$ cat config.mk
export PLATFORM = sky130hd
export DESIGN_NAME = bus_event_count_select
export DESIGN_NICKNAME = d
export VERILOG_FILES = /design/src/fsb_evtsel_pkg.sv /design/src/bus_event_count_select.sv
export VERILOG_INCLUDE_DIRS = /design/src
export SDC_FILE = /design/constraint.sdc
export NUM_CORES = 1
export LEC_CHECK = 0
export BUFFER_PORTS_ARGS = -buffer_cell sky130_fd_sc_hd__buf_4
export CAP_MARGIN = 20
export CORE_ASPECT_RATIO = 0.9
export CORE_UTILIZATION = 30
export CTS_CLUSTER_DIAMETER = 150
export DETAILED_ROUTE_END_ITERATION = 10
export PLACE_DENSITY_LB_ADDON = 0.08
export RECOVER_POWER = 25
export SYNTH_ARGS = -nofsm -noshare
export SYNTH_HDL_FRONTEND = slang
export SYNTH_SLANG_ARGS = --single-unit
export TNS_END_PERCENT = 5
$ cat constraint.sdc
create_clock -name clk_sys_i -period 1.6 [get_ports clk_sys_i]
set_input_delay 0.48 -clock clk_sys_i [delete_from_list [all_inputs] [get_ports clk_sys_i]]
set_output_delay 0.48 -clock clk_sys_i [all_outputs]
set_load 0.03 [all_outputs]
$ cat src/fsb_evtsel_consts.svh
// Constants for the bus event selection block: offsets, fields, codes
`ifndef FSB_EVTSEL_CONSTS_SVH
`define FSB_EVTSEL_CONSTS_SVH

// ==========================================================================
// Register offsets (byte addresses on the plain register port)
`define OFS_SEL_A        8'h00
`define OFS_SEL_B        8'h04
`define OFS_WCB_SEL      8'h08
`define OFS_CFG0         8'h0C
`define OFS_CFG1         8'h10
`define OFS_CFG2         8'h14
`define OFS_CFG3         8'h18
`define OFS_WCB_CFG      8'h1C
`define OFS_STATUS       8'h20
`define OFS_CAPS         8'h24

// ==========================================================================
// Field positions
`define ES_HI            30
`define ES_LO            25
`define MASK_HI          24
`define MASK_LO          9
`define CFG_SEL_HI       15
`define CFG_SEL_LO       13
`define CFG_EN_BIT       12

// ==========================================================================
// Event select and counter select codes
`define ES_B2B           6'h16
`define ES_BNR           6'h08
`define ES_SNOOP         6'h06
`define ES_RESP          6'h04
`define ES_WCB           6'h05
`define CSEL_FSB         3'h3
`define CSEL_WCB         3'h5

// ==========================================================================
// Legal sub-event masks per event
`define MASK_B2B         16'h007E
`define MASK_BNR         16'h0007
`define MASK_SNOOP       16'h00C4
`define MASK_RESP        16'h0306
`define MASK_WCB         16'h0003
`define WCB_ANY_BIT      0
`define WCB_FULL_BIT     1

// ==========================================================================
// Model support: bit 0 back-to-back, bit 1 not-ready, bit 2 snoop
`define EVT_SUPPORT      3'h7
`define NUM_CNT          4
`define CNT_PER_SEL      2
`define STAT_ALIAS_BIT   4
`define RESET_WORD       32'h0000_0000
`define RESET_STAT       5'h00

`endif

$ cat src/fsb_evtsel_pkg.sv
// Types shared by the bus event selection block
package fsb_evtsel_pkg;

    // Observed bus occurrences, one bit per sub-event mask position
    typedef struct packed {
        logic [15:0] b2b;
        logic [15:0] bnr;
        logic [15:0] snoop;
        logic [15:0] resp;
        logic [15:0] wcb;
    } bus_obs_s;

    // One register port request
    typedef struct packed {
        logic [7:0]  addr;
        logic [31:0] wdata;
        logic        wr;
        logic        rd;
    } reg_req_s;

    // Whole state of the block
    typedef struct packed {
        logic [31:0]       sel_a;
        logic [31:0]       sel_b;
        logic [31:0]       wcb_sel;
        logic [3:0][31:0]  cfg;
        logic [31:0]       wcb_cfg;
        logic [4:0]        status;
        logic [31:0]       rdata;
        logic [3:0]        cnt_inc;
        logic              wcb_inc;
    } evtsel_state_s;

endpackage

$ cat src/bus_event_count_select.sv
// Steers observed bus events to the four bus counters and the WCB counter
`timescale 1ns/100ps
`include "fsb_evtsel_consts.svh"
// Functional notes
// Select 16H with counter select 3 counts back-to-back cycles, mask bits 1-6.
// Select 08H with counter select 3 counts bus-not-ready, mask bits 0-2.
// Select 06H with counter select 3 counts snoop hit modified, bits 2,6,7.
// Response event needs counter select 3; mask bits 1,2,8,9 choose types.
// WCB event uses counter select 5; full evictions flag doubtful alias counts.
// Back-to-back, not-ready and snoop may be absent; then they count zero.
// WCB mask bit 0 any-cause evictions, bit 1 no-free-buffer evictions.
// Selector A feeds only counters 0 and 1, selector B only 2 and 3.
module bus_event_count_select (
    // Clock and reset
    input  wire logic                      clk_sys_i,
    input  wire logic                      resetn_i,
    // Register port
    input  wire fsb_evtsel_pkg::reg_req_s  reg_req_i,
    output logic [31:0]                    reg_rdata_o,
    // Observed bus traffic, same clock domain
    input  wire fsb_evtsel_pkg::bus_obs_s  bus_obs_i,
    // Increment pulses to the counters
    output logic [3:0]                     cnt_inc_o,
    output logic                           wcb_inc_o
);

    fsb_evtsel_pkg::evtsel_state_s st_ff;
    fsb_evtsel_pkg::evtsel_state_s nxt_st;

    // Optional events carried by this model; a cleared bit makes the
    // event decode to nothing rather than count stray traffic
    localparam logic [2:0] EVT_SUP = `EVT_SUPPORT;

    logic                           hit_a;
    logic                           hit_b;
    logic                           wcb_hit;
    logic                           wcb_full_seen;
    logic [3:0]                     cnt_fire;

    // ======================================================================
    // Event decode

    // One selector word against the observed traffic; unsupported events
    // decode to nothing so software simply sees a zero count
    function automatic logic sel_hit(
        input logic [31:0]              sel,
        input fsb_evtsel_pkg::bus_obs_s obs
    );
        logic [5:0]  es;
        logic [15:0] m;
        logic        h;
        es = sel[`ES_HI:`ES_LO];
        m  = sel[`MASK_HI:`MASK_LO];
        h  = 1'b0;
        case (es)
            `ES_B2B: begin
                h = EVT_SUP[0] && |(obs.b2b & m & `MASK_B2B);
            end
            `ES_BNR: begin
                h = EVT_SUP[1] && |(obs.bnr & m & `MASK_BNR);
            end
            `ES_SNOOP: begin
                h = EVT_SUP[2]
                    && |(obs.snoop & m & `MASK_SNOOP);
            end
            `ES_RESP: begin
                h = |(obs.resp & m & `MASK_RESP);
            end
            default: begin
                h = 1'b0;
            end
        endcase
        return h;
    endfunction

    // Both bus selectors are decoded every cycle
    assign hit_a = sel_hit(st_ff.sel_a, bus_obs_i);
    assign hit_b = sel_hit(st_ff.sel_b, bus_obs_i);

    // Counter routing is fixed, so a misprogrammed counter stays silent
    // rather than picking up the other selector's traffic
    always_comb begin
        for (int i = 0; i < `NUM_CNT; i++) begin
            cnt_fire[i] = st_ff.cfg[i][`CFG_EN_BIT]
                && (st_ff.cfg[i][`CFG_SEL_HI:`CFG_SEL_LO] == `CSEL_FSB)
                && ((i < `CNT_PER_SEL) ? hit_a : hit_b);
        end
    end

    // Write-combining buffer evictions
    assign wcb_hit = st_ff.wcb_cfg[`CFG_EN_BIT]
        && (st_ff.wcb_cfg[`CFG_SEL_HI:`CFG_SEL_LO] == `CSEL_WCB)
        && (st_ff.wcb_sel[`ES_HI:`ES_LO] == `ES_WCB)
        && |(bus_obs_i.wcb & st_ff.wcb_sel[`MASK_HI:`MASK_LO]
             & `MASK_WCB);

    // A full eviction while the WCB count runs makes alias counts doubtful
    assign wcb_full_seen = wcb_hit
        && bus_obs_i.wcb[`WCB_FULL_BIT];

    // ======================================================================
    // Next state: register writes, reads, sticky status, pulses
    always_comb begin
        nxt_st         = st_ff;
        nxt_st.rdata   = `RESET_WORD;
        nxt_st.cnt_inc = cnt_fire;
        nxt_st.wcb_inc = wcb_hit;
        if (reg_req_i.wr) begin
            case (reg_req_i.addr)
                `OFS_SEL_A: begin
                    nxt_st.sel_a = reg_req_i.wdata;
                end
                `OFS_SEL_B: begin
                    nxt_st.sel_b = reg_req_i.wdata;
                end
                `OFS_WCB_SEL: begin
                    nxt_st.wcb_sel = reg_req_i.wdata;
                end
                `OFS_CFG0: begin
                    nxt_st.cfg[0] = reg_req_i.wdata;
                end
                `OFS_CFG1: begin
                    nxt_st.cfg[1] = reg_req_i.wdata;
                end
                `OFS_CFG2: begin
                    nxt_st.cfg[2] = reg_req_i.wdata;
                end
                `OFS_CFG3: begin
                    nxt_st.cfg[3] = reg_req_i.wdata;
                end
                `OFS_WCB_CFG: begin
                    nxt_st.wcb_cfg = reg_req_i.wdata;
                end
                `OFS_STATUS: begin
                    // Write one to clear
                    nxt_st.status = st_ff.status & ~reg_req_i.wdata[4:0];
                end
                default: begin
                    nxt_st.status = st_ff.status;
                end
            endcase
        end
        // Set after clear so a same-cycle event is never lost
        nxt_st.status[3:0] = nxt_st.status[3:0] | cnt_fire;
        nxt_st.status[`STAT_ALIAS_BIT] = nxt_st.status[`STAT_ALIAS_BIT]
            | wcb_full_seen;
        if (reg_req_i.rd) begin
            case (reg_req_i.addr)
                `OFS_SEL_A: begin
                    nxt_st.rdata = st_ff.sel_a;
                end
                `OFS_SEL_B: begin
                    nxt_st.rdata = st_ff.sel_b;
                end
                `OFS_WCB_SEL: begin
                    nxt_st.rdata = st_ff.wcb_sel;
                end
                `OFS_CFG0: begin
                    nxt_st.rdata = st_ff.cfg[0];
                end
                `OFS_CFG1: begin
                    nxt_st.rdata = st_ff.cfg[1];
                end
                `OFS_CFG2: begin
                    nxt_st.rdata = st_ff.cfg[2];
                end
                `OFS_CFG3: begin
                    nxt_st.rdata = st_ff.cfg[3];
                end
                `OFS_WCB_CFG: begin
                    nxt_st.rdata = st_ff.wcb_cfg;
                end
                `OFS_STATUS: begin
                    nxt_st.rdata = {27'h0000000, st_ff.status};
                end
                `OFS_CAPS: begin
                    nxt_st.rdata = {29'h0000000, EVT_SUP};
                end
                default: begin
                    nxt_st.rdata = `RESET_WORD;
                end
            endcase
        end
    end

    // ======================================================================
    // State register
    always_ff @(posedge clk_sys_i or negedge resetn_i) begin
        if (!resetn_i) begin
            st_ff.sel_a   <= `RESET_WORD;
            st_ff.sel_b   <= `RESET_WORD;
            st_ff.wcb_sel <= `RESET_WORD;
            st_ff.cfg     <= {4{`RESET_WORD}};
            st_ff.wcb_cfg <= `RESET_WORD;
            st_ff.status  <= `RESET_STAT;
            st_ff.rdata   <= `RESET_WORD;
            st_ff.cnt_inc <= 4'h0;
            st_ff.wcb_inc <= 1'b0;
        end else begin
            st_ff <= nxt_st;
        end
    end

    // Outputs straight from flops
    assign reg_rdata_o = st_ff.rdata;
    assign cnt_inc_o   = st_ff.cnt_inc;
    assign wcb_inc_o   = st_ff.wcb_inc;
endmodule

==> results of run 1 <==
[power by group through the flow]
| stage | combinational, mW | sequential (mW) | clock, mW |
|---|---|---|---|
| floorplan | 0.628 | 8.10 | 0 |
| global placement | 1.51 | 8.15 | 0 |
| detailed placement | 1.52 | 8.16 | 0 |
| CTS | 1.56 | 8.03 | 8.05 |
| global route | 1.67 | 8.07 | 8.31 |
| finish | 1.54 | 8.03 | 7.80 |
[final timing paths]
check,from,endpoint,slack [ns],cells past startpoint
max,st_ff[264],st_ff[39],-0.12,5
min,reg_req_i[5],st_ff[173],0.17,2
max reg2reg,st_ff[264],st_ff[39],-0.12,5
min reg2reg,st_ff[43],st_ff[43],0.48,2
max in group asynchronous,resetn_i,st_ff[214],0.07,4
min in group asynchronous,resetn_i,st_ff[206],0.52,2
[logic make-up after synthesis]
logic type / after synthesis / share of synthesized area [%]
flops: 298 / 54.68
mux: 294 / 25.17
compound gates: 176 / 8.963
simple gates: 157 / 6.743
buf+inv: 106 / 4.440
[layer usage]
| metal | GRT usage [%] | wire length, um | vias to the layer above |
|---|---|---|---|
| li1 | - | - | 4259 |
| met1 | 30.87 | 23110 | 5020 |
| met2 | 31.19 | 20640 | 189 |
| met3 | 2.760 | 1685 | 58 |
| met4 | 5.743 | 876 | 0 |
| met5 | 0 | 0 | - |
[final cells by class]
cell class | instances | area share (%)
Clock buffer | 50 | 5.652
Timing Repair Buffer | 285 | 14.63
Tap cell | 600 | 4.223
Inverter | 6 | 0.1267
Clock inverter | 9 | 0.4645
Sequential cell | 298 | 41.96
Multi-Input combinational cell | 627 | 32.94
[repair_timing]
item	in CTS	in global routing
hold buffers	1	0
pin swaps	8	8
buffers inserted	0	1
resized for setup	50	29
cloned	0	0
hold endpoints to repair	16	0
setup endpoints to repair	36	74
[flip-flops by register name, indices dropped and copies added (netlist names)]
signal	flops
st_ff	261
reg_rdata_o	32
cnt_inc_o	4
wcb_inc_o	1
[through the flow]
step / setup slack (ns) / total power [mW] / cells / TNS [ns] / area, sq um
after global placement: -0.7385 / 9.666 / 1815 / -138.39 / 16410
after CTS: -0.1025 / 17.64 / 1875 / -0.8714 / 17720
final: -0.1192 / 17.37 / 1875 / -0.6310 / 17780
after detailed placement: -0.7779 / 9.682 / 1815 / -138.61 / 16410
after floorplan: -0.4311 / 8.728 / 1031 / -92.70 / 13690
after global routing: -0.1568 / 18.05 / 1875 / -3.088 / 17780
[critical path, delay by kind of cell (launching register included)]
kind / cells / cell delay [ns]
flip-flops: 1 / 0.41
AO/OA/AOI/OAI: 3 / 0.50
AND/OR/NAND/NOR: 1 / 0.57
buffers and inverters: 1 / 0.15
[placed cells by master, fill, tap and decap left out, drive strengths merged, types with 5 or more instances in the layout]
| master | count |
|---|---|
| and3 | 5 |
| o21ai | 46 |
| nand3 | 17 |
| a32oi | 7 |
| nor3 | 7 |
| or4b | 5 |
| o22ai | 5 |
| clkbuf | 59 |
| a31oi | 20 |
| nor2 | 26 |
| o32a | 6 |
| nor4b | 6 |
| mux2 | 252 |
| a21oi | 16 |
| dfrtp | 298 |
| buf | 275 |
| mux4 | 14 |
| mux2i | 28 |
| nand2 | 60 |
| a22o | 21 |
| a22oi | 31 |
| inv | 8 |
| a222oi | 5 |
==> summary.md, run 1 <==
| Metric | Value |
|---|---|
| Initial Util | 30.66% |
| Worst Path Required | 2.07 ns |
| Top cells by area, synth | dfrtp_1 (55%), mux2_2 (20%), mux4_2 (2.3%), mux2i_1 (2.1%), buf_4 (2.0%) |
| Post-synth top cells | dfrtp_1 (298), mux2_2 (244), nand2_1 (58), o21ai_0 (46), buf_4 (37) |
| Critical Path AT | 2.19 ns |
| Critical Path Start Type | register |
| Core area | 44480 sq um |
| Num CTS Buffers | 36 |
| Die area | 46320 sq um |
| Vias | 9526 |
| Congestion Overflow GR | 0 |
| Gr usage total | 20.72% |
| Area of the multi-input gates | 5856 sq um |
| Worst min path class | primary input to register |
| Worst setup margin | -0.1192 ns |
| Pleak | 8.415 nW |
| Starting DRT DRC Count | 529 |
| Antenna cells | 0 |
| Post-Synthesis Cell Area | 13640 sq um |
| Area Growth Syn to Fin | 30.35% |
| Pin count of the biggest net entering global routing | 59 |
| Worst Tran Pin Value | 0.7287 ns |
| Port Buf Inserts | 98 |
| H-tree levels | 2 |
| Sw Share | 24.49% |
| Critical Path, Cell by Cell | or4bb_4, a211oi_4, a211oi_4, buf_12, o21ai_1 |
| Routed WL | 46310 um |
| Final Hold Violating Endpoints | 0 |
| Ys Warns | 0 |
| Clock slew at reported path FFs | 0.05 ns |
| Height of the die | 204.3 um |
| Setup Skew | 0.02140 ns |
| Tcrit/Tclk final | 107.5% |
| Die width | 226.7 um |
| Min Tclk post-route | 1.719 ns |
| Library cells used by synthesis | 61 |
| EDFF count, synth | 0 |
| Top Ports | 161 |
| Initial antenna violation count | 1 |
| Combinational power share | 8.8% |
| F_max | 581.7 MHz |
| Fill cell total of the finished layout | 4343 |
| CP max stage cell | or4bb_4 |
| Reg power frac | 46.2% |
| Status | finished with violations |
| NetSw | 4.254 mW |
| DR pass1 iterations | 5 |
| Synth Flop Type | dfrtp_1 |
| Cell-internal power | 13.12 mW |
| Final Core Density | 39.97% |
| Sink Count | 298 |
| First-pass GRT wire length | 69260 um |
| Layout cells sized above 1 | 50.90% |
| Hold WS | 0.1658 ns |
| Worst VDD drop | 0.0005303 V |
| Asr flop ratio synth | 100.0% |
| Failing checks | setup timing |
| Pwr/cell area | 977.1 nW/um^2 |
| CTS tree | built |
| Post-route ant nets | 0 |
| Final setup fails | 10 |
| Top cell type's share of synthesized area | 54.68% |
| Number of global-route vias before repair | 10.08k |
| Total of max-cap violations | 0 |
| Synthesized net count | 1155 |
| Top-count cell post-synth | dfrtp_1 |
| Crit path kind | register to register |
| CP peak stage delay | 0.57 ns |
| Nets | 1378 |
| Drt wl/cell | 24.70 um |
| Total area of sequential cells | 7460 sq um |
| Peak fanout along the critical path | 4 |
| Syn Area/Cell | 13.23 sq um |
| Num rows | 73 |
| Power share of the clock group | 44.9% |
| Setup crit end kind | register |
| Worst rel slew slack | 51.42% |
| Sequential element share of the synthesized area | 54.68% |
| RSZ-0062 raised after global routing | yes |
| Vias/cell | 5.081 |
| Clock buffer depth | 3 |
| Flops & latches, synth | 298 |
| Yosys top cell by area | dfrtp_1 |
| Root buffer cell | clkbuf_16 |
| Most used cell, CP | a211oi_4 |
| Detailed Place HPWL | 32710 um |
| Mapped Cells | 1031 |
| Clock latency on the worst-skew pair | 0.56 ns |
| Slew Viols, Final | 0 |
| Final Wtd Congestion | 0.7775 |
| Drc violations | 0 |
No activity file was read; power rests on OpenSTA's default activity.
==> inputs of run 2 (changes only) <==
Settings changed: TNS_END_PERCENT 5 to 20.
==> summary.md, run 2 (synthesized netlist as in run 1, its figures left out) <==
| Metric | Value |
|---|---|
| Hold WS | 0.1835 ns (+0.01774 ns) |
| Die width | 226.7 um (unchanged) |
| Initial Util | 30.66% (unchanged) |
| Crit path kind | register to register |
| Gr usage total | 20.77% (+0.053 points) |
| Final Wtd Congestion | 0.8096 (+4.1%) |
| Layout cells sized above 1 | 50.67% (-0.23 points) |
| Core area | 44480 sq um (unchanged) |
| Final total power | 17.23 mW (-0.81%) |
| Largest register FFs | 261 (unchanged) |
| H-tree levels | 2 (unchanged) |
| Vias/cell | 5.070 (-0.21%) |
| Setup Skew | 0.01259 ns (-0.008805 ns) |
| Die area | 46320 sq um (unchanged) |
| DR pass1 iterations | 6 (+1) |
| Worst Path Required | 2.06 ns (about the same) |
| Height of the die | 204.3 um (unchanged) |
| Pwr/cell area | 979.1 nW/um^2 (+0.21%) |
| Initial antenna violation count | 0 (-1) |
| Clock buffer depth | 3 (unchanged) |
| Worst min path class | primary input to register |
| Setup crit end kind | register |
| Vias | 9465 (-0.64%) |
| Area Growth Syn to Fin | 29.02% |
| Slew Viols, Final | 0 (unchanged) |
| Critical Path Start Type | register |
| Num rows | 73 (unchanged) |
| Drt wl/cell | 25.07 um (+1.5%) |
| CTS tree | built |
| Most common cell after layout, fill and taps aside | dfrtp_1 |
| Num CTS Buffers | 36 (unchanged) |
| Root buffer cell | clkbuf_16 |
| Peak fanout along the critical path | 4 (unchanged) |
| F_max | 586.1 MHz (+0.76%) |
| Top Ports | 161 (unchanged) |
| Worst rel slew slack | 46.57% (-4.9 points) |
| Total area of sequential cells | 7460 sq um (unchanged) |
| Critical Path AT | 2.17 ns (-0.02 ns) |
| Worst Tran Pin Value | 0.8015 ns (+0.07282 ns) |
| Area of the multi-input gates | 5803 sq um (-0.90%) |
| Routed WL | 46800 um (+1.1%) |
| Pleak | 8.335 nW (-0.95%) |
| Most frequent cells in the layout | dfrtp_1 (296), mux2_2 (244), buf_4 (223) |
| Total of max-cap violations | 0 (unchanged) |
| Number of global-route vias before repair | 9890 (-1.8%) |
| Post-route ant nets | 0 (unchanged) |
| First-pass GRT wire length | 68970 um (-0.41%) |
| RSZ-0062 raised after global routing | yes |
| Final setup fails | 12 (+2) |
| Starting DRT DRC Count | 507 (-4.2%) |
| Antenna cells | 0 (unchanged) |
| Nets | 1372 (-0.44%) |
| Clock latency on the worst-skew pair | 0.55 ns (about the same) |
| Final Hold Violating Endpoints | 0 (unchanged) |
| Worst VDD drop | 0.0005886 V (+11%) |
| Largest Register | st_ff |
| Drc violations | 0 (unchanged) |
| Clock slew at reported path FFs | 0.05 ns (about the same) |
| Failing checks | setup timing |
| Status | finished with violations |
| Min Tclk post-route | 1.706 ns (-0.01294 ns) |
| Detailed Place HPWL | 33050 um (+1.1%) |
| Pin count of the biggest net entering global routing | 54 (-8.5%) |
| Congestion Overflow GR | 0 (unchanged) |
| Fill cell total of the finished layout | 4351 (+0.18%) |
| Sink Count | 298 (unchanged) |
| Worst setup margin | -0.1063 ns (+0.01294 ns) |
| Tcrit/Tclk final | 106.6% (-0.81 points) |
| Port Buf Inserts | 98 (unchanged) |
-- run 2: stage by stage --
| step | cell area (sq um) | instances | utilization (%) | setup slack [ns] | TNS (ns) |
|---|---|---|---|---|---|
| after floorplan | 13720 | 1031 | - | -0.4311 | -88.15 |
| after global placement | 16290 | 1808 | 36.62 | -0.7149 | -142.70 |
| after detailed placement | 16290 | 1808 | 36.62 | -0.6971 | -145.31 |
| after CTS | 17560 | 1865 | 39.47 | -0.1093 | -1.112 |
| after global routing | 17600 | 1867 | 39.56 | -0.1711 | -1.594 |
| final | 17600 | 1867 | 39.56 | -0.1063 | -0.8450 |
-- run 2: path summary, 6_finish.rpt --
kind | from | end | slack (ns) | cells past startpoint
max | st_ff[296] | cnt_inc_o[0] | -0.11 | 4
min | reg_req_i[5] | st_ff[173] | 0.18 | 2
max reg2reg | st_ff[296] | cnt_inc_o[0] | -0.11 | 4
min reg2reg | st_ff[43] | st_ff[43] | 0.47 | 2
max in group asynchronous | resetn_i | st_ff[179] | 0.14 | 3
min in group asynchronous | resetn_i | st_ff[172] | 0.57 | 2
-- run 2: critical path: stages, from the launching register on --
cell and delay (ns):
dfrtp_1 0.38, or4_4 0.57, nor4b_2 0.39, a211oi_4 0.12
nor2_2 0.16
-- run 2: cell type report --
cell class                      instances  share of cell area (%)
Timing Repair Buffer                  279                   14.19
Multi-Input combinational cell        627                   32.98
Inverter                                6                  0.1280
Clock buffer                           53                   5.888
Sequential cell                       298                   42.39
Tap cell                              600                   4.267
Clock inverter                          4                  0.1564
-- run 2: report_power, final --
group	internal, mW	switching (mW)
Sequential	7.85	0.185
Combinational	0.714	0.787
Clock	4.45	3.24
Total	13.0	4.21
-- run 2: routing by layer --
layer  up-vias  GRT usage, %  routed length (um)
li1       4249             -                   -
met1      4968         31.04               23500
met2       202         31.01               20750
met3        46         3.076                1782
met4         0         5.598                 767
met5         -             0                   0
-- run 2: repair_timing --
| item | in CTS | in global routing |
|---|---|---|
| setup buffers | 0 | 2 |
| pin swaps | 5 | 2 |
| setup endpoints to repair | 40 | 69 |
| hold endpoints to repair | 14 | 0 |
| hold buffers | 1 | 0 |
| resized for setup | 53 | 14 |
==> inputs of run 3 (changes only) <==
Settings changed: CELL_PAD_IN_SITES_DETAIL_PLACEMENT from default to 1, CELL_PAD_IN_SITES_GLOBAL_PLACEMENT from default to 1.
==> summary.md, run 3 (synthesized netlist as in run 1, its figures left out) <==
| Metric | Value |
|---|---|
| Core area | 44480 sq um (unchanged) |
| Detailed Place HPWL | 32830 um (-0.68%) |
| Slew Viols, Final | 0 (unchanged) |
| CP delay by family, top | compound AO/OA/AOI/OAI gates |
| Setup crit end kind | register |
| Most common cell after layout, fill and taps aside | dfrtp_1 |
| Final Wtd Congestion | 0.7668 (-5.3%) |
| Worst min path class | primary input to register |
| Area Growth Syn to Fin | 31.56% |
| Pwr/cell area | 1011 nW/um^2 (+3.2%) |
| Top Ports | 161 (unchanged) |
| Peak fanout along the critical path | 4 (unchanged) |
| Combinational power share | 8.5% (-0.2 points) |
| Worst VDD drop | 0.0005722 V (-2.8%) |
| Critical Path, Cell by Cell | a222oi_1, nor4b_4, a211oi_4, buf_12, o21ai_2 |
| Congestion Overflow GR | 0 (unchanged) |
| Sink Count | 298 (unchanged) |
| Sw Share | 24.21% (-0.24 points) |
| CP max stage cell | a222oi_1 |
| Failing checks | setup timing |
| Crit path kind | register to register |
| Pleak | 8.512 nW (+2.1%) |
| Setup Skew | 0.02648 ns (+0.01388 ns) |
| Num rows | 73 (unchanged) |
| Status | finished with violations |
| Clock latency on the worst-skew pair | 0.56 ns (about the same) |
| Worst hold path cell count | 2 (unchanged) |
| Final Hold Violating Endpoints | 0 (unchanged) |
| Final setup fails | 7 (-5) |
| F_max | 577.7 MHz (-1.4%) |
| Clock slew at reported path FFs | 0.06 ns (about the same) |
| Routed WL | 47430 um (+1.4%) |
| Initial antenna violation count | 0 (unchanged) |
| RSZ-0062 raised after global routing | yes |
| Vias | 9671 (+2.2%) |
| Worst Hold End | st_ff[173] |
| Cell-internal power | 13.74 mW (+5.6%) |
| Antenna cells | 0 (unchanged) |
| Reg power frac | 44.4% (-2.2 points) |
| Pin count of the biggest net entering global routing | 65 (+20%) |
| Critical Path AT | 2.14 ns (-0.03 ns) |
| NetSw | 4.390 mW (+4.2%) |
| Nets | 1383 (+0.80%) |
| Post-Place Setup Slack | -0.6494 ns (+0.04771 ns) |
| Total of max-cap violations | 0 (unchanged) |
| Drt wl/cell | 25.18 um (+0.44%) |
| Worst setup margin | -0.1310 ns (-0.02467 ns) |
| FF-to-FF setup slack | -0.13 ns (-0.02 ns) |
| Root buffer cell | clkbuf_16 |
| First-pass GRT wire length | 71540 um (+3.7%) |
| Num CTS Buffers | 37 (+2.8%) |
| Worst Tran Pin Value | 1.050 ns (+0.2486 ns) |
| Drc violations | 0 (unchanged) |
| Crit path buffers/inverters | 1 (+1) |
| Worst rel slew slack | 29.99% (-17 points) |
| Worst Path Required | 2.01 ns (-0.05 ns) |
| DR pass1 iterations | 5 (-1) |
| Port Buf Inserts | 98 (unchanged) |
| Most frequent cells in the layout | dfrtp_1 (297), mux2_2 (244), buf_4 (230) |
| Height of the die | 204.3 um (unchanged) |
| Vias/cell | 5.133 (+1.3%) |
| Setup TNS | -0.5268 ns (+0.3183 ns) |
| Layout cells sized above 1 | 51.95% (+1.3 points) |
| Gr usage total | 21.32% (+0.55 points) |
| Endpoint of the worst-slack reg-to-reg timing path | st_ff[40] |
| R2r worst-path depth | 5 (+1) |
| Worst r2r src | st_ff[243] |
| Critical Path Start Type | register |
| CP peak stage delay | 0.59 ns (+0.02 ns) |
| Post-route ant nets | 0 (unchanged) |
| Critical path depth | 5 (+1) |
| Largest register FFs | 261 (unchanged) |
| Clock buffer depth | 3 (unchanged) |
| H-tree levels | 2 (unchanged) |
| Tcrit/Tclk final | 108.2% (+1.5 points) |
| Die width | 226.7 um (unchanged) |
| Initial Util | 30.66% (unchanged) |
| Starting DRT DRC Count | 501 (-1.2%) |
| CTS tree | built |
| Largest Register | st_ff |
| Hold Startpoint | reg_req_i[5] |
| Power share of the clock group | 47.2% (+2.5 points) |
| Number of global-route vias before repair | 10.35k (+4.7%) |
| Min Tclk post-route | 1.731 ns (+0.02467 ns) |
| Die area | 46320 sq um (unchanged) |
[run 3: worst max-delay path by stage]
stage | startpoint | slack, ns | end
6_report | st_ff[243] | -0.13 | st_ff[40]
5_1_grt | st_ff[277] | -0.18 | st_ff[38]
4_1_cts | st_ff[260] | -0.14 | st_ff[40]
3_5_place_dp | bus_obs_i[66] | -0.65 | st_ff[38]
3_3_place_gp | bus_obs_i[66] | -0.64 | st_ff[37]
2_1_floorplan | reg_req_i[40] | -0.43 | st_ff[196]
[run 3: repair_timing]
item                       CTS  global route
pin swaps                    9             9
setup endpoints to repair   36            50
hold endpoints to repair    19             0
hold buffers                 1             0
buffers inserted             1             2
resized for setup           46            25
[run 3: power by group through the flow]
stage	Sequential, mW	Combinational (mW)	Clock [mW]
final	8.04	1.54	8.55
after global routing	8.08	1.67	9.05
after CTS	8.04	1.55	8.81
after detailed placement	8.17	1.51	0
after global placement	8.16	1.49	0
after floorplan	8.10	0.631	0
[run 3: metal layers]
metal,track usage [%],wire [um]
met5,0,0
met4,4.730,793
met3,3.263,1765
met2,31.86,21160
met1,32.16,23710
[run 3: cell type report]
type	instances	area, sq um
clock buffers	49	1062
fillers	4640	26540
inverters	6	22.52
flip-flops and latches	298	7458
multi-input cells	627	5843
well taps	600	750.7
clock inverters	15	168.9
repair buffers	289	2636
[run 3: stage by stage]
stage               hold slack (ns)  instances  area (sq um)  power (mW)  utilization [%]
floorplan                    0.1844       1031         13720       8.730                -
global placement             0.3833       1817         16380       9.652            36.83
detailed placement           0.3877       1817         16380       9.680            36.83
CTS                          0.1572       1883         17820       18.40            40.06
global route                 0.1733       1884         17940       18.80            40.34
finish                       0.1886       1884         17940       18.13            40.34
[run 3: worst reg2reg max path, delay by kind of cell (launching register included)]
kind                   cells  cell delay [ns]
flip-flops                 1             0.46
AND/OR/NAND/NOR            1             0.10
AO/OA/AOI/OAI              3             0.87
buffers and inverters      1             0.17
